[src/rtl/vee_consts.svh]
`ifndef VEE_CONSTS_SVH
`define VEE_CONSTS_SVH

// egress subclass geometry
`define VEE_FILL_W 6
`define VEE_NSUB 10
`define VEE_LANES 8
`define VEE_SUM_W 9
`define VEE_MAIN_N 7
`define VEE_ACK2_BASE 7
`define VEE_ACK2_N 2
`define VEE_STARVE_N 3

// counter and starvation figures
`define VEE_CNT_W 48
`define VEE_STARVE_LIMIT 256
`define VEE_STOP_W 6

// register byte offsets
`define VEE_ADDR_W 12
`define VEE_OFF_CTRL 12'h000
`define VEE_OFF_CNT_LO 12'h004
`define VEE_OFF_CNT_HI 12'h008
`define VEE_OFF_STATUS 12'h00C

// control register fields
`define VEE_CTRL_EV_LSB 0
`define VEE_CTRL_MASK_LSB 8
`define VEE_CTRL_EN_BIT 16
`define VEE_CTRL_CLR_BIT 17
`define VEE_CTRL_RST 18'h00000

// status register fields
`define VEE_STAT_LEFT_BIT 0
`define VEE_STAT_STARVE_LSB 1
`define VEE_STAT_BADEV_BIT 11

// event codes
`define VEE_EV_FILL0 8'h90
`define VEE_EV_FILL1 8'h91
`define VEE_EV_ALLOC0 8'h92
`define VEE_EV_ALLOC1 8'h93
`define VEE_EV_NE0 8'h96
`define VEE_EV_NE1 8'h97
`define VEE_EV_REFUSE0 8'h98
`define VEE_EV_REFUSE1 8'h99
`define VEE_EV_STARVE0 8'h9A
`define VEE_EV_STARVE1 8'h9B
`define VEE_EV_RING_USE 8'hB0

`endif

[src/rtl/vee_pkg.sv]
package vee_pkg;
`include "vee_consts.svh"

    // one egress subclass as seen by the monitor
    typedef struct packed {
        logic [`VEE_FILL_W-1:0] fill;
        logic alloc;
        logic refused;
        logic sent;
    } vee_egress_s;

    // slot order: 0 cw even, 1 cw odd, 2 ccw even, 3 ccw odd
    typedef struct packed {
        logic [3:0] occupied;
        logic [3:0] own_inject;
    } vee_ring_s;

    typedef struct packed {
        logic [31:0] paddr;
        logic psel;
        logic penable;
        logic pwrite;
        logic [31:0] pwdata;
        logic [3:0] pstrb;
    } vee_apb_req_s;

    typedef struct packed {
        logic [31:0] prdata;
        logic pready;
        logic pslverr;
    } vee_apb_rsp_s;

    typedef enum logic [7:0] {
        VEE_FILL0 = `VEE_EV_FILL0,
        VEE_FILL1 = `VEE_EV_FILL1,
        VEE_ALLOC0 = `VEE_EV_ALLOC0,
        VEE_ALLOC1 = `VEE_EV_ALLOC1,
        VEE_NE0 = `VEE_EV_NE0,
        VEE_NE1 = `VEE_EV_NE1,
        VEE_REFUSE0 = `VEE_EV_REFUSE0,
        VEE_REFUSE1 = `VEE_EV_REFUSE1,
        VEE_STARVE0 = `VEE_EV_STARVE0,
        VEE_STARVE1 = `VEE_EV_STARVE1,
        VEE_RING_USE = `VEE_EV_RING_USE
    } vee_event_e;

endpackage : vee_pkg

[src/rtl/vee_lane_sum.sv]
`timescale 1ns/10ps
`include "vee_consts.svh"

module vee_lane_sum #(
    parameter int LANES = `VEE_LANES,
    parameter int LW = `VEE_FILL_W,
    parameter int SW = `VEE_SUM_W
) (
    // lanes and their enables
    input wire logic [LANES-1:0] mask_i,
    input wire logic [LANES*LW-1:0] lanes_i,
    // combined contribution
    output logic [SW-1:0] sum_o
);

    logic [SW-1:0] partial [LANES+1];

    assign partial[0] = '0;

    genvar k;
    generate
        for (k = 0; k < LANES; k++) begin : g_lane
            logic [SW-1:0] masked;
            // a clear mask bit drops the lane entirely
            assign masked = mask_i[k] ?
                {{(SW-LW){1'b0}}, lanes_i[k*LW +: LW]} : '0;
            assign partial[k+1] = partial[k] + masked;
        end
    endgenerate

    assign sum_o = partial[LANES];

endmodule : vee_lane_sum

[src/rtl/vee_counter.sv]
`timescale 1ns/10ps
`include "vee_consts.svh"

module vee_counter #(
    parameter int CNT_W = `VEE_CNT_W,
    parameter int STOP_W = `VEE_STOP_W,
    parameter int STARVE_LIMIT = `VEE_STARVE_LIMIT
) (
    // clock, reset, enable
    input wire logic clk_i,
    input wire logic sys_rst_i,
    input wire logic ce_i,
    // register bus
    input wire vee_pkg::vee_apb_req_s apb_i,
    output vee_pkg::vee_apb_rsp_s apb_o,
    // mesh stop observation
    input wire vee_pkg::vee_egress_s [`VEE_NSUB-1:0] egress_i,
    input wire vee_pkg::vee_ring_s ring_i,
    // stop placement
    input wire logic [STOP_W-1:0] stop_id_i,
    input wire logic [STOP_W:0] stop_count_i
);
    import vee_pkg::*;

    localparam int NSUB = `VEE_NSUB;
    localparam int LANES = `VEE_LANES;
    localparam int FW = `VEE_FILL_W;
    localparam int SW = `VEE_SUM_W;
    localparam int WAIT_W = $clog2(STARVE_LIMIT + 1);
    localparam logic [WAIT_W-1:0] WAIT_MAX = WAIT_W'(STARVE_LIMIT);

    // ---------------- bus decode ----------------
    logic setup;
    logic access;
    logic [`VEE_ADDR_W-1:0] word_addr;
    logic upper_zero;
    logic hit_ctrl;
    logic hit_lo;
    logic hit_hi;
    logic hit_stat;
    logic mapped;
    logic wr_en;

    assign setup = apb_i.psel & ~apb_i.penable;
    // the bus waits while the block is frozen, so no write is lost
    assign access = apb_i.psel & apb_i.penable & ce_i;
    assign word_addr = apb_i.paddr[`VEE_ADDR_W-1:0];
    assign upper_zero = ~|apb_i.paddr[31:`VEE_ADDR_W];
    assign hit_ctrl = upper_zero & (word_addr == `VEE_OFF_CTRL);
    assign hit_lo = upper_zero & (word_addr == `VEE_OFF_CNT_LO);
    assign hit_hi = upper_zero & (word_addr == `VEE_OFF_CNT_HI);
    assign hit_stat = upper_zero & (word_addr == `VEE_OFF_STATUS);
    assign mapped = hit_ctrl | hit_lo | hit_hi | hit_stat;
    assign wr_en = access & apb_i.pwrite & mapped;

    // ---------------- control register ----------------
    logic [7:0] ev_code;
    logic [LANES-1:0] umask;
    logic count_en;
    logic [17:0] ctrl_word;
    logic [17:0] next_ctrl;
    logic clr_req;

    assign ctrl_word = {1'b0, count_en, umask, ev_code};

    always_comb begin
        next_ctrl = ctrl_word;
        if (wr_en & hit_ctrl) begin
            if (apb_i.pstrb[0]) begin
                next_ctrl[7:0] = apb_i.pwdata[7:0];
            end
            if (apb_i.pstrb[1]) begin
                next_ctrl[15:8] = apb_i.pwdata[15:8];
            end
            if (apb_i.pstrb[2]) begin
                next_ctrl[16] = apb_i.pwdata[`VEE_CTRL_EN_BIT];
            end
        end
    end

    // clear is a write-one strobe, it never reads back
    assign clr_req = wr_en & hit_ctrl & apb_i.pstrb[2] &
        apb_i.pwdata[`VEE_CTRL_CLR_BIT];

    always_ff @(posedge clk_i) begin
        if (sys_rst_i) begin
            {count_en, umask, ev_code} <= 17'(`VEE_CTRL_RST);
        end else if (ce_i) begin
            {count_en, umask, ev_code} <= next_ctrl[16:0];
        end
    end

    // ---------------- per-subclass state ----------------
    logic [NSUB-1:0] nonempty;
    logic [NSUB-1:0] starved;

    genvar s;
    generate
        for (s = 0; s < NSUB; s++) begin : g_sub
            logic [WAIT_W-1:0] wait_cnt;
            logic [WAIT_W-1:0] next_wait;
            assign nonempty[s] = |egress_i[s].fill;
            // a send or an empty queue ends the wait; it saturates
            assign next_wait = (~nonempty[s] | egress_i[s].sent) ? '0 :
                (wait_cnt == WAIT_MAX) ? wait_cnt : wait_cnt + 1'b1;
            assign starved[s] = (wait_cnt == WAIT_MAX);
            always_ff @(posedge clk_i) begin
                if (sys_rst_i) begin
                    wait_cnt <= '0;
                end else if (ce_i) begin
                    wait_cnt <= next_wait;
                end
            end
        end
    endgenerate

    // ---------------- vertical request ring ----------------
    logic left_side;
    logic [3:0] slot_use;
    logic [1:0] up_use;
    logic [1:0] dn_use;
    logic [3:0] ring_lanes;

    // stop_id below half of the stop count sits on the left side
    assign left_side = ({1'b0, stop_id_i} << 1) < {1'b0, stop_count_i};
    // passing and sunk packets count, own injections do not
    assign slot_use = ring_i.occupied & ~ring_i.own_inject;
    assign up_use = left_side ? slot_use[1:0] : slot_use[3:2];
    assign dn_use = left_side ? slot_use[3:2] : slot_use[1:0];
    assign ring_lanes = {dn_use, up_use};

    // ---------------- lane selection ----------------
    logic [LANES*FW-1:0] lane_flat;
    logic known_ev;

    assign known_ev = (ev_code == VEE_FILL0) || (ev_code == VEE_FILL1) ||
        (ev_code == VEE_ALLOC0) || (ev_code == VEE_ALLOC1) ||
        (ev_code == VEE_NE0) || (ev_code == VEE_NE1) ||
        (ev_code == VEE_REFUSE0) || (ev_code == VEE_REFUSE1) ||
        (ev_code == VEE_STARVE0) || (ev_code == VEE_STARVE1) ||
        (ev_code == VEE_RING_USE);

    genvar k;
    generate
        for (k = 0; k < LANES; k++) begin : g_sel
            // index clamps keep unused lanes off nonexistent subclasses
            localparam int MI = (k < `VEE_MAIN_N) ? k : 0;
            localparam int AI = (k < `VEE_STARVE_N) ?
                `VEE_ACK2_BASE + k : `VEE_ACK2_BASE;
            localparam bit IN_MAIN = (k < `VEE_MAIN_N);
            localparam bit IN_ACK2 = (k < `VEE_ACK2_N);
            localparam bit IN_STRV = (k < `VEE_STARVE_N);
            localparam bit IN_RING = (k < 4);
            localparam int RI = IN_RING ? k : 0;
            logic [FW-1:0] lane;

            always_comb begin
                lane = '0;
                case (ev_code)
                    VEE_FILL0: begin
                        if (IN_MAIN) lane = egress_i[MI].fill;
                    end
                    VEE_FILL1: begin
                        if (IN_ACK2) lane = egress_i[AI].fill;
                    end
                    VEE_ALLOC0: begin
                        if (IN_MAIN) lane[0] = egress_i[MI].alloc;
                    end
                    VEE_ALLOC1: begin
                        if (IN_ACK2) lane[0] = egress_i[AI].alloc;
                    end
                    VEE_NE0: begin
                        if (IN_MAIN) lane[0] = nonempty[MI];
                    end
                    VEE_NE1: begin
                        if (IN_ACK2) lane[0] = nonempty[AI];
                    end
                    VEE_REFUSE0: begin
                        if (IN_MAIN) lane[0] = egress_i[MI].refused;
                    end
                    VEE_REFUSE1: begin
                        if (IN_ACK2) lane[0] = egress_i[AI].refused;
                    end
                    VEE_STARVE0: begin
                        if (IN_MAIN) lane[0] = starved[MI];
                    end
                    VEE_STARVE1: begin
                        if (IN_STRV) lane[0] = starved[AI];
                    end
                    VEE_RING_USE: begin
                        if (IN_RING) lane[0] = ring_lanes[RI];
                    end
                    default: begin
                        lane = '0;
                    end
                endcase
            end

            assign lane_flat[k*FW +: FW] = lane;
        end
    endgenerate

    // ---------------- accumulate ----------------
    logic [SW-1:0] inc;
    logic [CNT_W-1:0] count;
    logic [CNT_W-1:0] next_count;

    vee_lane_sum #(
        .LANES(LANES),
        .LW(FW),
        .SW(SW)
    ) u_sum (
        .mask_i(umask),
        .lanes_i(lane_flat),
        .sum_o(inc)
    );

    // clear wins over a same-cycle increment so software sees zero
    assign next_count = clr_req ? '0 :
        count_en ? count + {{(CNT_W-SW){1'b0}}, inc} : count;

    always_ff @(posedge clk_i) begin
        if (sys_rst_i) begin
            count <= '0;
        end else if (ce_i) begin
            count <= next_count;
        end
    end

    // ---------------- read path ----------------
    logic [31:0] count_lo;
    logic [31:0] count_hi;
    logic [31:0] hi_shadow;
    logic [31:0] status_word;
    logic [31:0] rd_mux;
    logic [31:0] rdata;
    logic lo_read;

    assign count_lo = count[31:0];
    assign count_hi = 32'(count[CNT_W-1:32]);
    assign status_word = {20'h00000, ~known_ev, starved, left_side};
    // the high word is frozen at the same setup edge that latches the low
    // word, so a pair read never straddles a carry
    assign lo_read = setup & ~apb_i.pwrite & hit_lo;

    assign rd_mux = hit_ctrl ? {14'h0000, ctrl_word} :
        hit_lo ? count_lo :
        hit_hi ? hi_shadow :
        hit_stat ? status_word : 32'h0000_0000;

    always_ff @(posedge clk_i) begin
        if (sys_rst_i) begin
            hi_shadow <= 32'h0000_0000;
            rdata <= 32'h0000_0000;
        end else if (ce_i) begin
            if (lo_read) begin
                hi_shadow <= count_hi;
            end
            if (setup & ~apb_i.pwrite) begin
                rdata <= rd_mux;
            end
        end
    end

    assign apb_o.prdata = rdata;
    assign apb_o.pready = access;
    assign apb_o.pslverr = access & ~mapped;

endmodule : vee_counter

[config.mk]
export PLATFORM = sky130hd
export DESIGN_NAME = vee_counter
export DESIGN_NICKNAME = d
export VERILOG_FILES = /design/src/rtl/vee_pkg.sv /design/src/rtl/vee_lane_sum.sv /design/src/rtl/vee_counter.sv
export VERILOG_INCLUDE_DIRS = /design/src /design/src/rtl
export SDC_FILE = /design/constraint.sdc
export NUM_CORES = 1
export LEC_CHECK = 0
export ABC_AREA = 1
export CORE_ASPECT_RATIO = 1.5
export CORE_MARGIN = 4
export CORE_UTILIZATION = 55
export CTS_CLUSTER_SIZE = 40
export DETAILED_ROUTE_END_ITERATION = 16
export DONT_BUFFER_PORTS = 1
export PLACE_DENSITY = 0.71
export SYNTH_ARGS = -nofsm -noshare
export SYNTH_HDL_FRONTEND = slang
export SYNTH_HIERARCHICAL = 1
export SYNTH_SLANG_ARGS = --single-unit
[constraint.sdc]
create_clock -name clk_i -period 7.4 [get_ports clk_i]
set_clock_uncertainty 0.1 [all_clocks]
set_input_delay 0 -clock clk_i [delete_from_list [all_inputs] [get_ports clk_i]]
set_output_delay 0 -clock clk_i [all_outputs]
set_load 0.01 [all_outputs]
### Word level (Yosys, flattened, before mapping)

Index checks and enable logic that the tools add are counted.

* input port bits: 185
* flip-flop bits (word level): 203

* muxes and demuxes: 49
* bitwise logic cells: 44
* add/subtract/negate cells: 17
* reductions and logical operators: 40
* equality and inequality tests: 34
* order comparisons: 1

Operators with widths (number)
* 9-bit two-way mux: 20
* 48-bit two-way mux: 2
* 9-bit by 1-bit adder with 9-bit output (second input constant): 10
* 9-bit equality test (second input constant): 10
* 8-bit equality test (second input constant): 11
* 32-bit two-way mux: 2
* 6-bit OR reduction: 10
* 9-bit adder: 6
* 48-bit by 9-bit adder with 48-bit output: 1
* 6-bit two-way mux: 7
* 2-bit AND reduction: 13
* 5-bit two-way mux: 5
* 12-bit by 4-bit equality test with 1-bit output (second input constant): 2
* 1-bit one-hot mux with 11 select lines: 2
* 2-bit by 1-bit inequality test with 1-bit output (second input constant): 10
* 5-bit one-hot mux with 2 select lines: 2
* 20-bit OR reduction: 1
* 16-bit two-way mux: 1
* 1-bit bitwise AND: 15
* 1-bit one-hot mux with 5 select lines: 3
* 1-bit inverter: 14
* 1-bit bitwise OR: 13
* 12-bit by 3-bit equality test with 1-bit output (second input constant): 1
* 12-bit zero test: 1
* other kinds (11): 23

### Longest topological paths before layout

* word-level depth: 16
* mapped depth: 39

### Cells and area by module

Netlist, hierarchy kept.

Modules (own cells, without submodules)
* vee_counter: cells an instance 1985, instances 1, area each 12446.9 um^2, sequential area each 4063.9 um^2
* vee_lane_sum: cells an instance 184, instances 1, area each 1372.6 um^2, sequential area each 0.0 um^2

### Worst setup path before layout

Ideal clock, no wire load.

* path kind: flip-flop to flip-flop
* from: register ev_code[0]
* to: register count[46]
* slack: 1.713 ns
* period minus slack after synthesis: 5.687 ns
* data arrival time: 5.470 ns
* setup time: 0.117 ns
* cell stages (with the launch flop): 30
* cells stage by stage: dfxtp_1 -> inv_1 -> nand2_1 -> nor2_1 -> inv_1 -> nor2_1 -> clkbuf_1 -> a22o_1 -> nand2_1 -> inv_1 -> fa_1 -> fa_1 -> fa_1 -> inv_1 -> fa_1 -> inv_1 -> fa_1 -> nand3_1 -> nand2_1 -> xor2_1 -> ha_1 -> nand2_1 -> nor2_1 -> nand3_1 -> nand3_1 -> nand3_1 -> nor3_1 -> nand3_1 -> nand2_1 -> nor2_1

* cells in the longest elaborated chain, start to end: 12
* elaborated cells between the ends (all ways): 41
* classes of those cells: 7 x add/sub; 11 x eq/ne; 23 x mux

RTL lines
* start: declaration: line vee_counter.sv:57 `logic [7:0] ev_code;`
* start signal: assignment: line vee_counter.sv:87 `` {count_en, umask, ev_code} <= 17'(`VEE_CTRL_RST); ``
* start signal: assignment: line vee_counter.sv:89 `{count_en, umask, ev_code} <= next_ctrl[16:0];`
* 8-bit equality test: line vee_counter.sv:159 `case (ev_code)`
* 5-bit one-hot mux with 2 select lines *: line vee_counter.sv:159
* named net g_sel[0].lane[3]: line vee_counter.sv:155 `logic [FW-1:0] lane;`
* 6-bit two-way mux *: line vee_lane_sum.sv:25 `assign masked = mask_i[k] ?`
* 9-bit adder * (6 in a row): line vee_lane_sum.sv:27 `assign partial[k+1] = partial[k] + masked;`
* named net inc[6]: line vee_counter.sv:204 `logic [SW-1:0] inc;`
* 48-bit by 9-bit adder with 48-bit output *: line vee_counter.sv:220 `count_en ? count + {{(CNT_W-SW){1'b0}}, inc} : count;`
* 48-bit two-way mux *: line vee_counter.sv:220
* 48-bit two-way mux *: line vee_counter.sv:219 `assign next_count = clr_req ? '0 :`
* end signal: assignment: line vee_counter.sv:226 `count <= next_count;`
* end: declaration: line vee_counter.sv:205 `logic [CNT_W-1:0] count;`

The timed path passes the listed nets; every way through them passes the cells marked *. The select of a mux whose other input is x is not followed.
A chain may end at the register's enable or synchronous reset.

### Worst setup path after layout

* from: register ev_code[4]
* to: register count[31]

* cells in the longest elaborated chain, start to end: 12
* elaborated cells between the ends (all ways): 41
* classes of those cells: 7 x add/sub; 11 x eq/ne; 23 x mux

RTL lines (line)
* 8-bit equality test: vee_counter.sv:159
* 1-bit one-hot mux with 11 select lines *: vee_counter.sv:159
* named net g_sel[0].lane[0]: vee_counter.sv:155
* 6-bit two-way mux *: vee_lane_sum.sv:25
* 9-bit adder * (6 in a row): vee_lane_sum.sv:27
* named net inc[6]: vee_counter.sv:204
* 48-bit by 9-bit adder with 48-bit output *: vee_counter.sv:220
* 48-bit two-way mux *: vee_counter.sv:220
* 48-bit two-way mux *: vee_counter.sv:219

Marks and branches as above.

==> results.yml <==
sta:
  fin_crit_ns: 6.53
  worstMarginPinSlew_ns: 1.06
  final_max_slew_viol_count: 0
  finalCritPeriodShare_pct: 88.3
  holdWs_ns: 0.0467
  max_freq_mhz: 153
  slew_headroom_pct: 29.0
  setup_viol_count_final: 0
  rsz0062_at_grt: "no"
  fin_tns_setup_ns: 0
  finalHoldViolCount: 0
logic_synthesis:
  synth_top_area_share_pct: 29.4
  ys_warn_count: 6
  postSynth.asyncResetShare_pct: 0
  synthSimpleGateAreaFrac_pct: 34.3
  yosysUniqueCellTypes: 52
  ys_seq_area_share_pct: 29.4
  synth_top_cell_by_area: "dfxtp_1"
  syn_inst: 2169
  avgSynthCellArea_um2: 6.37
  synth_top_family_by_area: "simple AND/OR/NAND/NOR gates"
  synthTopCellsByArea: "dfxtp_1 29%, nand2_1 14%, inv_1 10%, nor2_1 6.7%, fa_1 5.2%"
  synth_compound_area_share_pct: 12.6
  synth_top_flop_cell: "dfxtp_1"
  netlist_area_mm2: 0.0138
  synthMuxAreaShare_pct: 0
  synth-edff-count: 0
  synth_adder_area_share_pct: 9.20
  synth.ff_latch_count: 203
  synth-xor-area-share_pct: 2.28
worst_setup_path:
  endpoint_kind: "flip-flop"
  critPathArrivalTime_ns: 6.86
  critPathMaxFanout: 8
  slowest_stage: "nor3_1"
  worst_path_most_repeated_cell: "nand2_1"
  critPathRequiredTime_ns: 7.73
  cpPeakStageDelay_ns: 0.83
  start_kind: "flip-flop"
  crit_type: "flip-flop to flip-flop"
global_routing:
  antenna_found_initial: 2
  grt_pass1_vias: 14000
  grt_pass1_wl_mm: 68.7
  grt_overflow: 0
  track_usage_pct: 30.6
  grt_max_degree: 83
detailed_routing:
  routed_wl_mm: 42.8
  dr.pass1.iters: 7
  vias: 14300
  drtAntennaViolNets: 0
  viasPerCell: 5.49
  detail_route.iter0.violations: 1023
  wl_per_cell_um: 16.4
  route.detailed.drc: 0
pwr:
  cellPowerDensity_mw_per_mm2: 157
  p_sw_share_pct: 24.2
  p_switching_mw: 0.606
  intPower_mw: 1.90
  combPwrFrac_pct: 6.4
  peakVddDrop_mv: 0.171
  leakagePower_nw: 7.25
  clockPowerShare_pct: 49.4
  p_seq_share_pct: 44.2
clock_tree:
  htree_levels: 1
  clk_latency_ns: 0.54
  cts.sinks: 203
  root_buffer: "clkbuf_16"
  path_clk_slew_ns: 0.07
  post_cts_resized: 0
  cts_tree: "done"
  clock_path_buffers: 3
  cts_made_buffers: 23
place:
  gp_congestion: 0.978
  dpl.hpwl_mm: 31.2
  port_buffers: 0
die:
  die_width_um: 137
  row_count: 70
  die_area_mm2: 0.0278
  io_pins: 219
  fp.coreArea_mm2: 0.0246
  fp.dieH_um: 202
  initial_utilization_pct: 56.2
finish:
  syn2layout_area_growth_pct: 15.7
  final_layout_size_suffix_gt1_share_pct: 4.17
  n_fill_cell: 2273
  nNetsFinal: 2528
run_status:
  status: "finished, final reports clean"
min_path:
  hold_path.class: "input pin to flip-flop"
flow_run:
  drv_cap: 0
kinds of logic after synthesis:
kind of cell	after synthesis
flops	203
compound gates	312
simple gates	1098
xor+xnor	36
other cells	1
buf+inv	439
fa+ha+maj	80
state kept, by name, indices dropped and copies added (netlist names):
name / count
umask: 8
ev_code: 8
rdata: 32
hi_shadow: 16
g_sub.wait_cnt: 90
count_en: 1
count: 48
area by class of cell:
cell class	count	area [um^2]	share of cell area [%]
Multi-Input combinational cell	1532	8090	50.6
Clock buffer	31	666	4.16
Inverter	389	1460	9.13
Clock inverter	10	158	0.986
Sequential cell	203	4060	25.4
Timing Repair Buffer	114	1140	7.12
Tap cell	324	405	2.54
Antenna cell	3	7.51	0.0470
path summary, 6_finish.rpt:
check	end	start	slack, ns	cells after the start
max	count[31]$_SDFFE_PP0P_	ev_code[4]$_SDFFE_PP0P_	0.87	33
min	g_sub[5].wait_cnt[8]$_SDFFE_PP0P_	egress_i[48]	0.05	6
max reg2reg	count[31]$_SDFFE_PP0P_	ev_code[4]$_SDFFE_PP0P_	0.87	33
min reg2reg	g_sub[4].wait_cnt[8]$_SDFFE_PP0P_	g_sub[4].wait_cnt[8]$_SDFFE_PP0P_	0.36	2
power groups by stage:
stage	sequential, mW	combinational, mW	clock (mW)
4_1_cts	1.11	0.157	1.26
2_1_floorplan	1.13	0.0974	0
5_1_grt	1.11	0.178	1.30
3_5_place_dp	1.13	0.115	0
6_report	1.11	0.160	1.24
3_3_place_gp	1.13	0.112	0
per-layer routing:
metal  global-route usage, %  wire length, um  vias to the layer above  part of all wire, %
li1                        -                -                     7095                    -
met1                    34.4            16300                     6578                   38
met5                       0                0                        -                    0
met4                    17.0             2670                        0                  6.2
met2                    53.9            21200                      489                   49
met3                    5.05             2710                      150                  6.3
synthesized netlist by cell type (3+ instances only):
master    number
inv_2          8
o21bai_1      15
nand4_1       62
nor3_1        87
nand3_1      122
nor4_1         7
o22ai_1        4
a211oi_1      14
or2_2          7
a22oi_1        7
nand2_2        8
xor2_1        33
clkinv_1       3
clkbuf_1      29
ha_1          44
nor3b_1        4
inv_1        378
o21ai_0       99
a41oi_1        4
a31oi_1        7
fa_1          36
a22o_1         6
o21ai_1        8
a21oi_1      137
dfxtp_1      203
nand3b_1       5
xnor2_1        3
nor2_1       247
nand2_1      530
buf_2         17
nor2_2         9
worst max-delay path, delay by kind of cell (launching register included):
family | cells | cell delay, ns
compound gates | 2 | 0.23
flops | 1 | 0.40
fa+ha+maj | 7 | 2.56
buf+inv | 4 | 0.26
simple gates | 19 | 2.74
xor+xnor | 1 | 0.15
stage by stage:
step / total power, mW / std cells / setup slack, ns / instance area [um^2] / util [%]
2_1_floorplan: 1.23 / 2174 / 1.71 / 13800 / -
3_3_place_gp: 1.24 / 2460 / 1.02 / 14100 / 57.3
3_5_place_dp: 1.25 / 2460 / 0.952 / 14100 / 57.3
4_1_cts: 2.53 / 2603 / 0.944 / 16000 / 64.9
5_1_grt: 2.59 / 2604 / 0.318 / 16000 / 64.9
6_report: 2.51 / 2606 / 0.867 / 16000 / 65.0
cells in the final DEF (no fill, tap or decap), types with 6 or more instances in the layout:
cell type,Yosys,routed
buf_4,2,12
a21oi_1,137,137
or2_2,7,7
clkbuf_8,0,6
nor3_1,87,87
o21bai_1,15,15
o21ai_0,99,99
ha_1,44,44
xor2_1,33,33
o21ai_1,8,8
fa_1,36,36
a22oi_1,7,7
clkbuf_16,0,23
a211oi_1,14,14
dlygate4sd3_1,0,100
nor2_2,9,9
nand3_1,122,122
conb_1,1,6
nor4_1,7,7
nor2_1,247,247
nand4_1,62,62
dfxtp_1,203,203
a31oi_1,7,7
nand2_1,530,530
inv_1,378,378
nand2_2,8,8
a22o_1,6,6
inv_2,8,8
timing repair:
action	4_1_cts	5_1_grt
hold buffers	102	0
buffers inserted	0	0
hold endpoints to repair	181	0
No activity file was read; power rests on OpenSTA's default activity.
